`config.mk`:
```
export PLATFORM = sky130hd
export DESIGN_NAME = mode_sup
export DESIGN_NICKNAME = d
export VERILOG_FILES = /design/src/rtl/mode_sup_pkg.sv /design/src/rtl/mode_sup.sv /design/src/rtl/pin_sync.sv
export SDC_FILE = /design/constraint.sdc
export NUM_CORES = 1
export LEC_CHECK = 0
export BUFFER_PORTS_ARGS = -buffer_cell sky130_fd_sc_hd__buf_2
export CAP_MARGIN = 10
export CORE_MARGIN = 2
export CORE_UTILIZATION = 34
export CTS_CLUSTER_DIAMETER = 200
export CTS_CLUSTER_SIZE = 8
export DETAILED_ROUTE_END_ITERATION = 12
export HOLD_SLACK_MARGIN = 0.05
export PLACE_DENSITY = 0.57
export SKIP_LAST_GASP = 1
export SLEW_MARGIN = 20
export SYNTH_ARGS = -nofsm -noshare
export SYNTH_HDL_FRONTEND = slang
export SYNTH_SLANG_ARGS = --single-unit
```
`constraint.sdc`:
```
create_clock -name ref_clk_i -period 13.7 [get_ports ref_clk_i]
set_clock_uncertainty 0.05 [all_clocks]
set_input_delay 1.37 -clock ref_clk_i [delete_from_list [all_inputs] [get_ports ref_clk_i]]
set_output_delay 1.37 -clock ref_clk_i [all_outputs]
set_load 0.1 [all_outputs]
```
`src/rtl/mode_sup_pkg.sv`:
```
// Constants and types for the mode selector error supervisor
package mode_sup_pkg;

	// Clock and monitor time
	localparam int unsigned CLK_HZ = 50_000_000;
	localparam int unsigned NO_SEL_TIMEOUT_MS = 0;
	localparam int unsigned NO_SEL_TIMEOUT_RAW =
		(CLK_HZ / 1000) * NO_SEL_TIMEOUT_MS;
	localparam int unsigned NO_SEL_TIMEOUT_CYC =
		(NO_SEL_TIMEOUT_RAW < 1) ? 1 : NO_SEL_TIMEOUT_RAW;

	// Widths
	localparam int unsigned MODE_W = 8;
	localparam int unsigned CNT_W = 32;
	localparam int unsigned DIAG_W = 16;
	localparam int unsigned SYNC_W = MODE_W + 2;

	// Diagnostic codes
	localparam logic [15:0] DIAG_IDLE = 16'h0000;
	localparam logic [15:0] DIAG_AWAIT = 16'h8005;
	localparam logic [15:0] DIAG_SHORT = 16'hC001;
	localparam logic [15:0] DIAG_OPEN = 16'hC002;
	localparam logic [15:0] DIAG_RST1 = 16'hC003;
	localparam logic [15:0] DIAG_RST2 = 16'hC004;

	// Register map (byte addresses)
	localparam logic [7:0] OFS_TIMEOUT = 8'h00;
	localparam logic [7:0] OFS_STATUS = 8'h04;
	localparam logic [31:0] TIMEOUT_RST = 32'(NO_SEL_TIMEOUT_CYC);

	// Status register fields
	localparam int unsigned ST_DIAG_LSB = 0;
	localparam int unsigned ST_READY_BIT = 16;
	localparam int unsigned ST_ERROR_BIT = 17;
	localparam int unsigned ST_STATE_LSB = 24;

	typedef enum logic [5:0] {
		ST_IDLE = 6'b00_0001,
		ST_AWAIT = 6'b00_0010,
		ST_ERR_SHORT = 6'b00_0100,
		ST_ERR_OPEN = 6'b00_1000,
		ST_ERR_RST1 = 6'b01_0000,
		ST_ERR_RST2 = 6'b10_0000
	} sup_state_t;

endpackage

```
`src/rtl/mode_sup.sv`:
```
// Mode selector error supervisor with APB status and timeout registers
`timescale 1ns/1ps
`default_nettype none

module mode_sup (
	// Clock, reset, enable
	input wire logic ref_clk_i,
	input wire logic nrst_i,
	input wire logic ce_i,
	// Pins
	input wire logic activate_i,
	input wire logic [7:0] mode_select_in_i,
	input wire logic err_reset_i,
	// Supervisor outputs
	output logic ready_o,
	output logic error_o,
	output logic any_selection_active_o,
	output logic [7:0] mode_selected_out_o,
	output logic [15:0] diagnostic_code_o,
	// APB slave
	input wire logic psel_i,
	input wire logic penable_i,
	input wire logic pwrite_i,
	input wire logic [7:0] paddr_i,
	input wire logic [31:0] pwdata_i,
	output logic pready_o,
	output logic [31:0] prdata_o,
	output logic pslverr_o
);
	////////////////////////////////////////////////////////////////////////
	logic [mode_sup_pkg::SYNC_W-1:0] pins_s;
	logic act_s;
	logic rst_s;
	logic [7:0] sel_s;

	pin_sync #(
		.W(mode_sup_pkg::SYNC_W)
	) u_sync (
		.ref_clk_i(ref_clk_i),
		.nrst_i(nrst_i),
		.ce_i(ce_i),
		.d_i({activate_i, err_reset_i, mode_select_in_i}),
		.q_o(pins_s)
	);

	assign act_s = pins_s[9];
	assign rst_s = pins_s[8];
	assign sel_s = pins_s[7:0];

	function automatic logic [3:0] ones(input logic [7:0] v);
		logic [3:0] n;
		n = 4'h0;
		for (int i = 0; i < 8; i++)
			n = n + {3'h0, v[i]};
		return n;
	endfunction

	////////////////////////////////////////////////////////////////////////
	// Supervisor state
	mode_sup_pkg::sup_state_t state_ff;
	mode_sup_pkg::sup_state_t nxt_state;
	logic [31:0] cnt_ff;
	logic [31:0] nxt_cnt;
	logic [31:0] limit_ff;
	logic [7:0] sel_prev_ff;
	logic rst_prev_ff;
	logic entry_ff;
	logic nxt_entry;
	logic rst_rise;
	logic sel_fall;
	logic sel_none;
	logic sel_multi;
	logic is_err;

	assign rst_rise = rst_s & ~rst_prev_ff;
	assign sel_fall = |(sel_prev_ff & ~sel_s);
	assign sel_none = (sel_s == 8'h00);
	assign sel_multi = (ones(sel_s) > 4'h1);
	assign is_err = (state_ff != mode_sup_pkg::ST_IDLE) &&
		(state_ff != mode_sup_pkg::ST_AWAIT);

	always_comb
	begin
		nxt_state = state_ff;
		nxt_cnt = cnt_ff;
		if (ce_i)
		begin
			case (state_ff)
				mode_sup_pkg::ST_IDLE:
				begin
					nxt_cnt = 32'h0000_0000;
					if (act_s)
						nxt_state = mode_sup_pkg::ST_AWAIT;
				end
				mode_sup_pkg::ST_AWAIT:
				begin
					if (sel_multi)
						nxt_state = mode_sup_pkg::ST_ERR_SHORT;
					else if (sel_fall || !sel_none)
						nxt_cnt = 32'h0000_0000;
					else if (cnt_ff + 32'h0000_0001 >= limit_ff)
						nxt_state = mode_sup_pkg::ST_ERR_OPEN;
					else
						nxt_cnt = cnt_ff + 32'h0000_0001;
				end
				mode_sup_pkg::ST_ERR_SHORT:
				begin
					if (entry_ff && rst_s)
						nxt_state = mode_sup_pkg::ST_ERR_RST1;
					else if (rst_rise)
						nxt_state = mode_sup_pkg::ST_AWAIT;
				end
				mode_sup_pkg::ST_ERR_OPEN:
				begin
					if (entry_ff && rst_s)
						nxt_state = mode_sup_pkg::ST_ERR_RST2;
					else if (rst_rise)
						nxt_state = mode_sup_pkg::ST_AWAIT;
				end
				mode_sup_pkg::ST_ERR_RST1,
				mode_sup_pkg::ST_ERR_RST2:
				begin
					if (rst_rise)
						nxt_state = mode_sup_pkg::ST_AWAIT;
				end
				default:
					nxt_state = mode_sup_pkg::ST_IDLE;
			endcase
			if (nxt_state != state_ff)
				nxt_cnt = 32'h0000_0000;
			if (!act_s)
			begin
				nxt_state = mode_sup_pkg::ST_IDLE;
				nxt_cnt = 32'h0000_0000;
			end
		end
		nxt_entry = ce_i ? (nxt_state != state_ff) : entry_ff;
	end

	// Outputs decoded from next state so they align with state_ff
	logic nxt_ready;
	logic nxt_error;
	logic [15:0] nxt_diag;

	always_comb
	begin
		nxt_ready = 1'b1;
		nxt_error = 1'b1;
		case (nxt_state)
			mode_sup_pkg::ST_IDLE:
			begin
				nxt_ready = 1'b0;
				nxt_error = 1'b0;
				nxt_diag = mode_sup_pkg::DIAG_IDLE;
			end
			mode_sup_pkg::ST_AWAIT:
			begin
				nxt_error = 1'b0;
				nxt_diag = mode_sup_pkg::DIAG_AWAIT;
			end
			mode_sup_pkg::ST_ERR_SHORT:
				nxt_diag = mode_sup_pkg::DIAG_SHORT;
			mode_sup_pkg::ST_ERR_OPEN:
				nxt_diag = mode_sup_pkg::DIAG_OPEN;
			mode_sup_pkg::ST_ERR_RST1:
				nxt_diag = mode_sup_pkg::DIAG_RST1;
			mode_sup_pkg::ST_ERR_RST2:
				nxt_diag = mode_sup_pkg::DIAG_RST2;
			default:
			begin
				nxt_ready = 1'b0;
				nxt_error = 1'b0;
				nxt_diag = mode_sup_pkg::DIAG_IDLE;
			end
		endcase
	end

	always_ff @(posedge ref_clk_i or negedge nrst_i)
	begin
		if (!nrst_i)
		begin
			state_ff <= mode_sup_pkg::ST_IDLE;
			cnt_ff <= 32'h0000_0000;
			sel_prev_ff <= 8'h00;
			rst_prev_ff <= 1'b0;
			entry_ff <= 1'b0;
			ready_o <= 1'b0;
			error_o <= 1'b0;
			diagnostic_code_o <= mode_sup_pkg::DIAG_IDLE;
			any_selection_active_o <= 1'b0;
			mode_selected_out_o <= 8'h00;
		end
		else if (ce_i)
		begin
			state_ff <= nxt_state;
			cnt_ff <= nxt_cnt;
			sel_prev_ff <= sel_s;
			rst_prev_ff <= rst_s;
			entry_ff <= nxt_entry;
			ready_o <= nxt_ready;
			error_o <= nxt_error;
			diagnostic_code_o <= nxt_diag;
			// Selection itself is handled elsewhere; held safe here
			any_selection_active_o <= 1'b0;
			mode_selected_out_o <= 8'h00;
		end
	end

	////////////////////////////////////////////////////////////////////////
	// APB slave, one wait state so read data comes from a flip-flop
	logic [31:0] nxt_limit;
	logic nxt_pready;
	logic [31:0] nxt_prdata;
	logic nxt_pslverr;
	logic addr_ok;
	logic apb_done;

	assign addr_ok = (paddr_i == mode_sup_pkg::OFS_TIMEOUT) ||
		(paddr_i == mode_sup_pkg::OFS_STATUS);
	assign apb_done = psel_i & penable_i & pready_o;

	always_comb
	begin
		nxt_limit = limit_ff;
		nxt_pready = 1'b0;
		nxt_prdata = prdata_o;
		nxt_pslverr = 1'b0;
		if (apb_done && pwrite_i && paddr_i == mode_sup_pkg::OFS_TIMEOUT)
			nxt_limit = pwdata_i;
		if (psel_i && penable_i && !pready_o)
		begin
			nxt_pready = 1'b1;
			nxt_pslverr = !addr_ok;
			nxt_prdata = 32'h0000_0000;
			if (paddr_i == mode_sup_pkg::OFS_TIMEOUT)
				nxt_prdata = limit_ff;
			else if (paddr_i == mode_sup_pkg::OFS_STATUS)
			begin
				nxt_prdata[mode_sup_pkg::ST_DIAG_LSB +: 16] =
					diagnostic_code_o;
				nxt_prdata[mode_sup_pkg::ST_READY_BIT] = ready_o;
				nxt_prdata[mode_sup_pkg::ST_ERROR_BIT] = error_o;
				nxt_prdata[mode_sup_pkg::ST_STATE_LSB +: 6] = state_ff;
			end
		end
	end

	always_ff @(posedge ref_clk_i or negedge nrst_i)
	begin
		if (!nrst_i)
		begin
			limit_ff <= mode_sup_pkg::TIMEOUT_RST;
			pready_o <= 1'b0;
			prdata_o <= 32'h0000_0000;
			pslverr_o <= 1'b0;
		end
		else if (ce_i)
		begin
			limit_ff <= nxt_limit;
			pready_o <= nxt_pready;
			prdata_o <= nxt_prdata;
			pslverr_o <= nxt_pslverr;
		end
	end

	////////////////////////////////////////////////////////////////////////
	// Checks
	a_idle_priority: assert property (@(posedge ref_clk_i)
		disable iff (!nrst_i)
		(ce_i && !act_s) |=> (state_ff == mode_sup_pkg::ST_IDLE &&
		diagnostic_code_o == 16'h0000 && !ready_o))
		else $error("activate low did not force idle");

	a_short_detect: assert property (@(posedge ref_clk_i)
		disable iff (!nrst_i)
		(ce_i && act_s && state_ff == mode_sup_pkg::ST_AWAIT &&
		ones(sel_s) >= 4'h2) |=> (diagnostic_code_o == 16'hC001))
		else $error("short circuit not flagged at once");

	a_open_detect: assert property (@(posedge ref_clk_i)
		disable iff (!nrst_i)
		(ce_i && act_s && state_ff == mode_sup_pkg::ST_AWAIT &&
		sel_s == 8'h00 && !sel_fall && cnt_ff + 1 >= limit_ff)
		|=> (diagnostic_code_o == 16'hC002 && error_o))
		else $error("open circuit not flagged at timeout");

	a_timer_restart: assert property (@(posedge ref_clk_i)
		disable iff (!nrst_i)
		(ce_i && act_s && state_ff == mode_sup_pkg::ST_AWAIT &&
		sel_fall) |=> (cnt_ff == 32'h0000_0000))
		else $error("timer not restarted on falling select");

	a_reset_err1: assert property (@(posedge ref_clk_i)
		disable iff (!nrst_i)
		(ce_i && act_s && state_ff == mode_sup_pkg::ST_ERR_SHORT &&
		entry_ff && rst_s) |=> (diagnostic_code_o == 16'hC003))
		else $error("reset held at short entry not flagged");

	a_reset_err2: assert property (@(posedge ref_clk_i)
		disable iff (!nrst_i)
		(ce_i && act_s && state_ff == mode_sup_pkg::ST_ERR_OPEN &&
		entry_ff && rst_s) |=> (diagnostic_code_o == 16'hC004))
		else $error("reset held at open entry not flagged");

	a_err_outputs: assert property (@(posedge ref_clk_i)
		disable iff (!nrst_i)
		is_err |-> (ready_o && error_o && !any_selection_active_o &&
		mode_selected_out_o == 8'h00 && diagnostic_code_o[15:12] == 4'hC))
		else $error("error state outputs not safe");

	a_error_exit: assert property (@(posedge ref_clk_i)
		disable iff (!nrst_i)
		(ce_i && act_s && is_err && rst_rise && !(entry_ff && rst_s))
		|=> (diagnostic_code_o == 16'h8005 && !error_o && ready_o))
		else $error("reset edge did not clear error");

	a_await_outputs: assert property (@(posedge ref_clk_i)
		disable iff (!nrst_i)
		(ce_i && act_s && $past(state_ff) == mode_sup_pkg::ST_IDLE &&
		state_ff == mode_sup_pkg::ST_IDLE) |=> (diagnostic_code_o ==
		16'h8005 && ready_o && !error_o && !any_selection_active_o))
		else $error("activation did not reach awaiting");

	c_short: cover property (@(posedge ref_clk_i)
		state_ff == mode_sup_pkg::ST_ERR_SHORT);
	c_open: cover property (@(posedge ref_clk_i)
		state_ff == mode_sup_pkg::ST_ERR_OPEN);
	c_rst2: cover property (@(posedge ref_clk_i)
		state_ff == mode_sup_pkg::ST_ERR_RST2);
	c_recover: cover property (@(posedge ref_clk_i)
		is_err ##1 state_ff == mode_sup_pkg::ST_AWAIT);
endmodule
`default_nettype wire

```
`src/rtl/pin_sync.sv`:
```
// Two-stage synchroniser for a group of pin inputs
`timescale 1ns/1ps
`default_nettype none
module pin_sync #(
	parameter int unsigned W = 1
) (
	// Clock, reset, enable
	input wire logic ref_clk_i,
	input wire logic nrst_i,
	input wire logic ce_i,
	// Data
	input wire logic [W-1:0] d_i,
	output logic [W-1:0] q_o
);
	logic [W-1:0] meta_ff;
	logic [W-1:0] sync_ff;
	logic [W-1:0] nxt_meta;
	logic [W-1:0] nxt_sync;

	always_comb
	begin
		nxt_meta = ce_i ? d_i : meta_ff;
		nxt_sync = ce_i ? meta_ff : sync_ff;
	end

	always_ff @(posedge ref_clk_i or negedge nrst_i)
	begin
		if (!nrst_i)
		begin
			meta_ff <= '0;
			sync_ff <= '0;
		end
		else
		begin
			meta_ff <= nxt_meta;
			sync_ff <= nxt_sync;
		end
	end

	assign q_o = sync_ff;
endmodule
`default_nettype wire
```
==> results.py, run 1 <==
metrics = {
    "outcome": {
        "outcome": "complete, no violations",
    },
    "cts": {
        "cts_sinks": 139,
        "clk_pin_slew_ps": 60,
        "cts_setup_buffers": 0,
        "cts_resized": 0,
        "cts_htree_levels": 4,
        "ctsHoldBuffers": 0,
        "insertion_delay_ps": 430,
        "clock_path_buffers": 2,
        "tritoncts": "done",
        "ctsRootBufferMaster": "clkbuf_16",
        "cts_made_buffers": 17,
    },
    "timing": {
        "max_freq_mhz": 196,
        "post-route-min-period_ps": 5090,
        "finalHoldViolCount": 0,
        "tightestPinTransition_ps": 893,
        "rsz0062_at_grt": "false",
        "finalMaxSlewViolations": 0,
        "period_share_pct": 37.2,
        "slew_headroom_pct": 40.4,
        "fin_ws_ps": 8610,
        "hold_ws_ps": 425,
        "setup_tns_ps": 0,
        "setup_viol_count_final": 0,
    },
    "yosys": {
        "synth_compound_area_share_pct": 15.1,
        "synthSimpleGateAreaFrac_pct": 11.4,
        "synthFlopType": "dfrtp_1",
        "synthArstFlopShare_pct": 100,
        "synth_top_family_by_area": "compound AO/OA/AOI/OAI gates",
        "yosys-top-cells-count": "137 x dfrtp_1, 64 x inv_1, 54 x mux2_2",
        "synth_adder_area_share_pct": 7.06,
        "yosys.area.top_type": "dfrtp_1",
        "syn_inst": 736,
        "ys_ff_latch": 139,
        "synth_most_common_cell": "dfrtp_1",
        "yosys_warnings": 0,
        "synth_mux_area_share_pct": 9.87,
        "synth_xor_area_share_pct": 3.64,
        "netlist_area_mm2": 0.00769,
        "netlist_top_cells_area": "dfrtp_1 45%, mux2_2 7.9%, ha_1 6.0%",
        "syn_avg_cell_area_um2": 10.5,
        "ys_seq_area_share_pct": 45.3,
        "yosys.area.top_type_share_pct": 44.6,
        "synth_edf_count": 0,
        "yosysUniqueCellTypes": 74,
    },
    "floorplanning": {
        "coreArea_mm2": 0.0224,
        "core.rowCount": 55,
        "dieHeight_um": 154,
        "initial_core_util_pct": 34.3,
        "die_x_um": 154,
        "dieArea_mm2": 0.0238,
        "io_pins": 117,
    },
    "route": {
        "wl_per_cell_um": 16.7,
        "vias_per_cell": 5.14,
        "vias": 5744,
        "drt-total-wl_um": 18700,
        "ant_nets": 0,
        "drc": 0,
        "firstDrtPassIters": 8,
        "drtIter0Drc": 377,
    },
    "power": {
        "p_leak_nw": 4.26,
        "irDropWorstVdd_uv": 77.1,
        "p_per_area_mw_per_mm2": 123,
    },
    "setup_path": {
        "end_kind": "flop",
        "startpoint": "u_sync.q_o[0]$_DFFE_PN0P_",
        "timing.rr.start": "u_sync.q_o[0]$_DFFE_PN0P_",
        "critPathRequiredTime_ps": 14000,
        "path_class": "reg -> reg",
        "r2r_setup_slack_ps": 8610,
        "r2r_cells": 15,
        "timing.critical_path.to": "cnt_ff[24]$_DFFE_PN0P_",
        "reg2reg_to": "cnt_ff[24]$_DFFE_PN0P_",
        "crit_path_start_kind": "flop",
        "arrival_ps": 5390,
        "cp_max_fo": 39,
    },
    "placed_design": {
        "io_buffers": 96,
        "post-dp-hpwl_um": 13200,
        "place_ws_ps": 8640,
        "gp_routability_congestion": 0.834,
        "place_area_mm2": 0.00833,
    },
    "min_path": {
        "hold_start": "prdata_o[15]$_DFFE_PN0P_",
        "worstHoldPathType": "reg -> reg",
    },
    "global_routing": {
        "gr-usage-all-layers_pct": 16.4,
        "grt_pass1_vias": 5752,
        "overflow": 0,
        "grt_pass1_wl_um": 30900,
        "antenna_found_initial": 0,
        "grt_max_degree": 72,
    },
    "layout": {
        "syn_to_final_growth_pct": 16.2,
        "final_core_util_pct": 39.8,
        "fill_cells": 2197,
        "num-nets-final": 916,
        "final_area_mm2": 0.00894,
        "antennaDiodeCount": 0,
        "drive_above_1_share_pct": 24.4,
    },
    "run": {
        "maxCapViolations": 0,
    },
}
==> flip-flops by register name, indices dropped and copies added (netlist names) <==
name and cells:
sel_prev_ff 8, diagnostic_code_o 5, pready_o 1, limit_ff 32, u_sync.meta_ff 10, cnt_ff 32
rst_prev_ff 1, prdata_o 32, pslverr_o 1, u_sync.q_o 10, state_ff 6, entry_ff 1
==> worst min-delay path by stage <==
stage | endpoint | slack [ps] | cells after the start
2_1_floorplan | u_sync.q_o[0]$_DFFE_PN0P_ | 400 | 2
3_3_place_gp | prdata_o[15]$_DFFE_PN0P_ | 410 | 2
3_5_place_dp | prdata_o[15]$_DFFE_PN0P_ | 420 | 2
4_1_cts | prdata_o[15]$_DFFE_PN0P_ | 430 | 2
5_1_grt | prdata_o[15]$_DFFE_PN0P_ | 450 | 2
6_report | prdata_o[15]$_DFFE_PN0P_ | 420 | 2
==> logic make-up (layout without fill, tap and decap cells) <==
family          Yosys count  count (layout)
simple gates            166             166
compound gates          165             165
flops                   139             139
buf+inv                 123             200
mux                      69              69
fa+ha+maj                41              41
xor+xnor                 32              32
other cells               1              20
==> layer usage <==
metal  share of wire (%)  track usage [%]  routed length, um
met1                  49             23.4               9180
met2                  44             24.6               8170
met3                 6.2             4.31               1160
met4                0.98             4.10                184
met5                   0                0                  0
==> layout make-up <==
type	instances	area, um^2	area share [%]
well taps	285	357	3.99
clock buffers	18	439	4.91
repair buffers	103	539	6.03
inverters	65	244	2.73
flip-flops and latches	139	3480	39.0
clock inverters	14	171	1.92
multi-input cells	493	3700	41.5
==> placed cells by master (no fill, tap or decap), drive strengths merged, types with 9 or more instances in the layout <==
cell,n
nor2,20
clkbuf,18
mux2,55
a21oi,36
inv,66
a22o,35
o21ai,38
conb,20
nand3,27
ha,37
nand2,53
xor2,10
mux2i,14
and3,12
xnor2,22
a211oi,9
buf,103
clkinv,10
dfrtp,137
==> per-stage QoR <==
stage / power (mW) / instances
detailed placement: 0.629 / 1085
CTS: 1.11 / 1117
global placement: 0.625 / 1085
floorplan: 0.589 / 755
global route: 1.15 / 1117
finish: 1.10 / 1117
==> worst max-delay path, stage by stage, from the launching register on <==
cell and delay [ps]:
dfrtp_1 410, fa_1 530, inv_1 50, fa_1 450, fa_1 490, inv_1 40, ha_1 190, fa_1 460
nor4bb_1 300, a21oi_1 160, and2b_1 270, nand3_1 120, a2111oi_4 570, buf_4 480, or2b_1 270, a21oi_1 150
==> power by group <==
group	total, mW	leakage (nW)	switching (mW)	internal [mW]
Sequential	0.449	1.86	0.0203	0.429
Combinational	0.172	2.09	0.120	0.0525
Clock	0.479	0.304	0.187	0.292
Total	1.10	4.26	0.327	0.773
No activity file was read; power rests on OpenSTA's default activity.
==> inputs of run 2 (changes only) <==
Clock period 13.7 ns to 4.7 ns, I/O delays scaled along.
==> run 2 against run 1 <==
Net effect: combinational power rose to 3.0 times the previous value; clock power rose to 2.9 times the previous value; setup slack got worse by 8500 ps; worst hold slack got worse by 340 ps; critical endpoint is now cnt_ff[27]$_DFFE_PN0P_; flip-flop and latch count did not move; routed wire length rose by 0.31%; via count fell by 0.59%; sequential power rose to 2.9 times the previous value.
==> results.py, run 2 (synthesis results as in run 1) <==
metrics = {
    "outcome": {
        "outcome": "complete, no violations",
    },
    "setup_path": {
        "max_stage_delay_ps": 530,
        "crit_cells": 17,
        "startpoint": "u_sync.q_o[0]$_DFFE_PN0P_",
        "cp_common_cell": "fa_1",
        "reg2reg_to": "cnt_ff[27]$_DFFE_PN0P_",
        "critical_path.top_delay_family": "adder cells",
        "path_class": "reg -> reg",
        "timing.critical_path.to": "cnt_ff[27]$_DFFE_PN0P_",
        "r2r_setup_slack_ps": 150,
        "crit_chain": "fa_1, inv_1, fa_1, fa_1, inv_1, ha_1, fa_1, nor4bb_1, a21oi_1, nand2b_4, a2111oi_4, a2111oi_4, buf_4, buf_4, clkbuf_16, a211oi_1, nor2_1",
        "end_kind": "flop",
        "cp_slowest_cell": "fa_1",
        "r2r_cells": 17,
        "critPathRequiredTime_ps": 4960,
        "cp_max_fo": 15,
        "arrival_ps": 4810,
        "cp_num_buf_inv": 5,
        "crit_path_start_kind": "flop",
        "timing.rr.start": "u_sync.q_o[0]$_DFFE_PN0P_",
    },
    "route": {
        "drc": 0,
        "drt-total-wl_um": 18700,
        "drtIter0Drc": 461,
        "ant_nets": 0,
        "vias": 5710,
        "firstDrtPassIters": 5,
        "wl_per_cell_um": 16.6,
        "vias_per_cell": 5.06,
    },
    "cts": {
        "insertion_delay_ps": 430,
        "cts_htree_levels": 4,
        "clk_pin_slew_ps": 60,
        "cts_made_buffers": 17,
        "tritoncts": "done",
        "ctsRootBufferMaster": "clkbuf_16",
        "ctsHoldBuffers": 0,
        "cts_sinks": 139,
        "clock_path_buffers": 2,
    },
    "timing": {
        "rsz0062_at_grt": "true",
        "finalHoldViolCount": 0,
        "setup_viol_count_final": 0,
        "tightestPinTransition_ps": 1000,
        "finalMaxSlewViolations": 0,
        "post-route-min-period_ps": 4550,
        "slew_headroom_pct": 33.3,
        "max_freq_mhz": 220,
        "period_share_pct": 96.8,
    },
    "global_routing": {
        "gr-usage-all-layers_pct": 16.0,
        "grt_pass1_wl_um": 30200,
        "grt_max_degree": 104,
        "overflow": 0,
        "antenna_found_initial": 0,
        "grt_pass1_vias": 5511,
    },
    "placed_design": {
        "post-dp-hpwl_um": 13100,
        "io_buffers": 96,
        "gp_routability_congestion": 0.802,
    },
    "layout": {
        "final_core_util_pct": 40.6,
        "fill_cells": 2194,
        "drive_above_1_share_pct": 26.4,
        "antennaDiodeCount": 0,
        "largestRegisters": "cnt_ff (32), limit_ff (32), prdata_o (32)",
        "layout_common_cells": "137 x dfrtp_1, 95 x buf_2, 64 x inv_1, 54 x mux2_2, 53 x nand2_1",
        "num-nets-final": 928,
        "layout_commonest_cell": "dfrtp_1",
        "syn_to_final_growth_pct": 18.5,
    },
    "floorplanning": {
        "die_x_um": 154,
        "core.rowCount": 55,
        "coreArea_mm2": 0.0224,
        "initial_core_util_pct": 34.3,
        "dieArea_mm2": 0.0238,
        "dieHeight_um": 154,
        "io_pins": 117,
    },
    "min_path": {
        "worstHoldPathType": "in -> async",
    },
    "power": {
        "finalPower_mw": 3.20,
        "p_leak_nw": 4.33,
        "p_per_area_mw_per_mm2": 351,
        "irDropWorstVdd_uv": 260,
    },
    "run": {
        "maxCapViolations": 0,
    },
}
run 2: cell count changes in the layout (fill, tap and decap cells not counted), sizes merged:
cell / before / now
clkinv: 10 / 4
inv: 66 / 70
buf: 103 / 113
bufinv: 3 / 2
clkbuf: 18 / 20
clkinvlp: 0 / 3
run 2: metal layers:
metal | wire length, um | vias up | track usage (%)
li1 | - | 2772 | -
met4 | 214 | 0 | 4.81
met3 | 1020 | 13 | 3.84
met5 | 0 | - | 0
met1 | 9490 | 2763 | 23.8
met2 | 8020 | 162 | 23.0
run 2: what timing repair did:
| item | in CTS | in global routing |
|---|---|---|
| setup endpoints to repair | 0 | 14 |
| gates resized for setup | 0 | 11 |
| setup buffers | 0 | 3 |
run 2: layout make-up:
cell class | instances | area [um^2] | area share [%]
Tap cell | 285 | 357 | 3.91
Timing Repair Buffer | 115 | 681 | 7.47
Clock inverter | 14 | 160 | 1.76
Clock buffer | 18 | 439 | 4.82
Inverter | 65 | 244 | 2.68
Sequential cell | 139 | 3480 | 38.2
Multi-Input combinational cell | 493 | 3750 | 41.2
run 2: stage by stage:
step | TNS [ps] | instances | cell area (um^2) | worst slack, ps | hold WS, ps
finish | 0 | 1129 | 9110 | 153 | 84.8
global route | -416 | 1129 | 9110 | -82.7 | 208
CTS | 0 | 1124 | 8990 | 77.8 | 165
detailed placement | 0 | 1092 | 8390 | 111 | 416
global placement | 0 | 1092 | 8390 | 180 | 409
floorplan | 0 | 755 | 7760 | 344 | 124
run 2: how the worst min path moves through the flow:
stage / to / cells after the start / slack [ps] / from
2_1_floorplan: cnt_ff[0]$_DFFE_PN0P_ / 0 / 120 / nrst_i
3_3_place_gp: prdata_o[16]$_DFFE_PN0P_ / 2 / 410 / prdata_o[16]$_DFFE_PN0P_
3_5_place_dp: prdata_o[16]$_DFFE_PN0P_ / 2 / 420 / prdata_o[16]$_DFFE_PN0P_
4_1_cts: limit_ff[2]$_DFFE_PN0P_ / 1 / 160 / nrst_i
5_1_grt: limit_ff[2]$_DFFE_PN0P_ / 1 / 210 / nrst_i
6_report: limit_ff[2]$_DFFE_PN0P_ / 1 / 80 / nrst_i
run 2: report_power, final:
group	total (mW)	switching, mW	internal (mW)
logic	0.518	0.355	0.163
registers	1.31	0.0582	1.25
clock network	1.37	0.566	0.807
total	3.20	0.980	2.22
run 2: worst register-to-register path, stage by stage, from the launching register on:
cell	delay (ps)
dfrtp_1	400
fa_1	530
inv_1	50
fa_1	450
fa_1	490
inv_1	40
ha_1	190
fa_1	460
nor4bb_1	270
a21oi_1	160
nand2b_4	190
a2111oi_4	250
a2111oi_4	90
buf_4	190
buf_4	140
clkbuf_16	170
a211oi_1	260
nor2_1	60
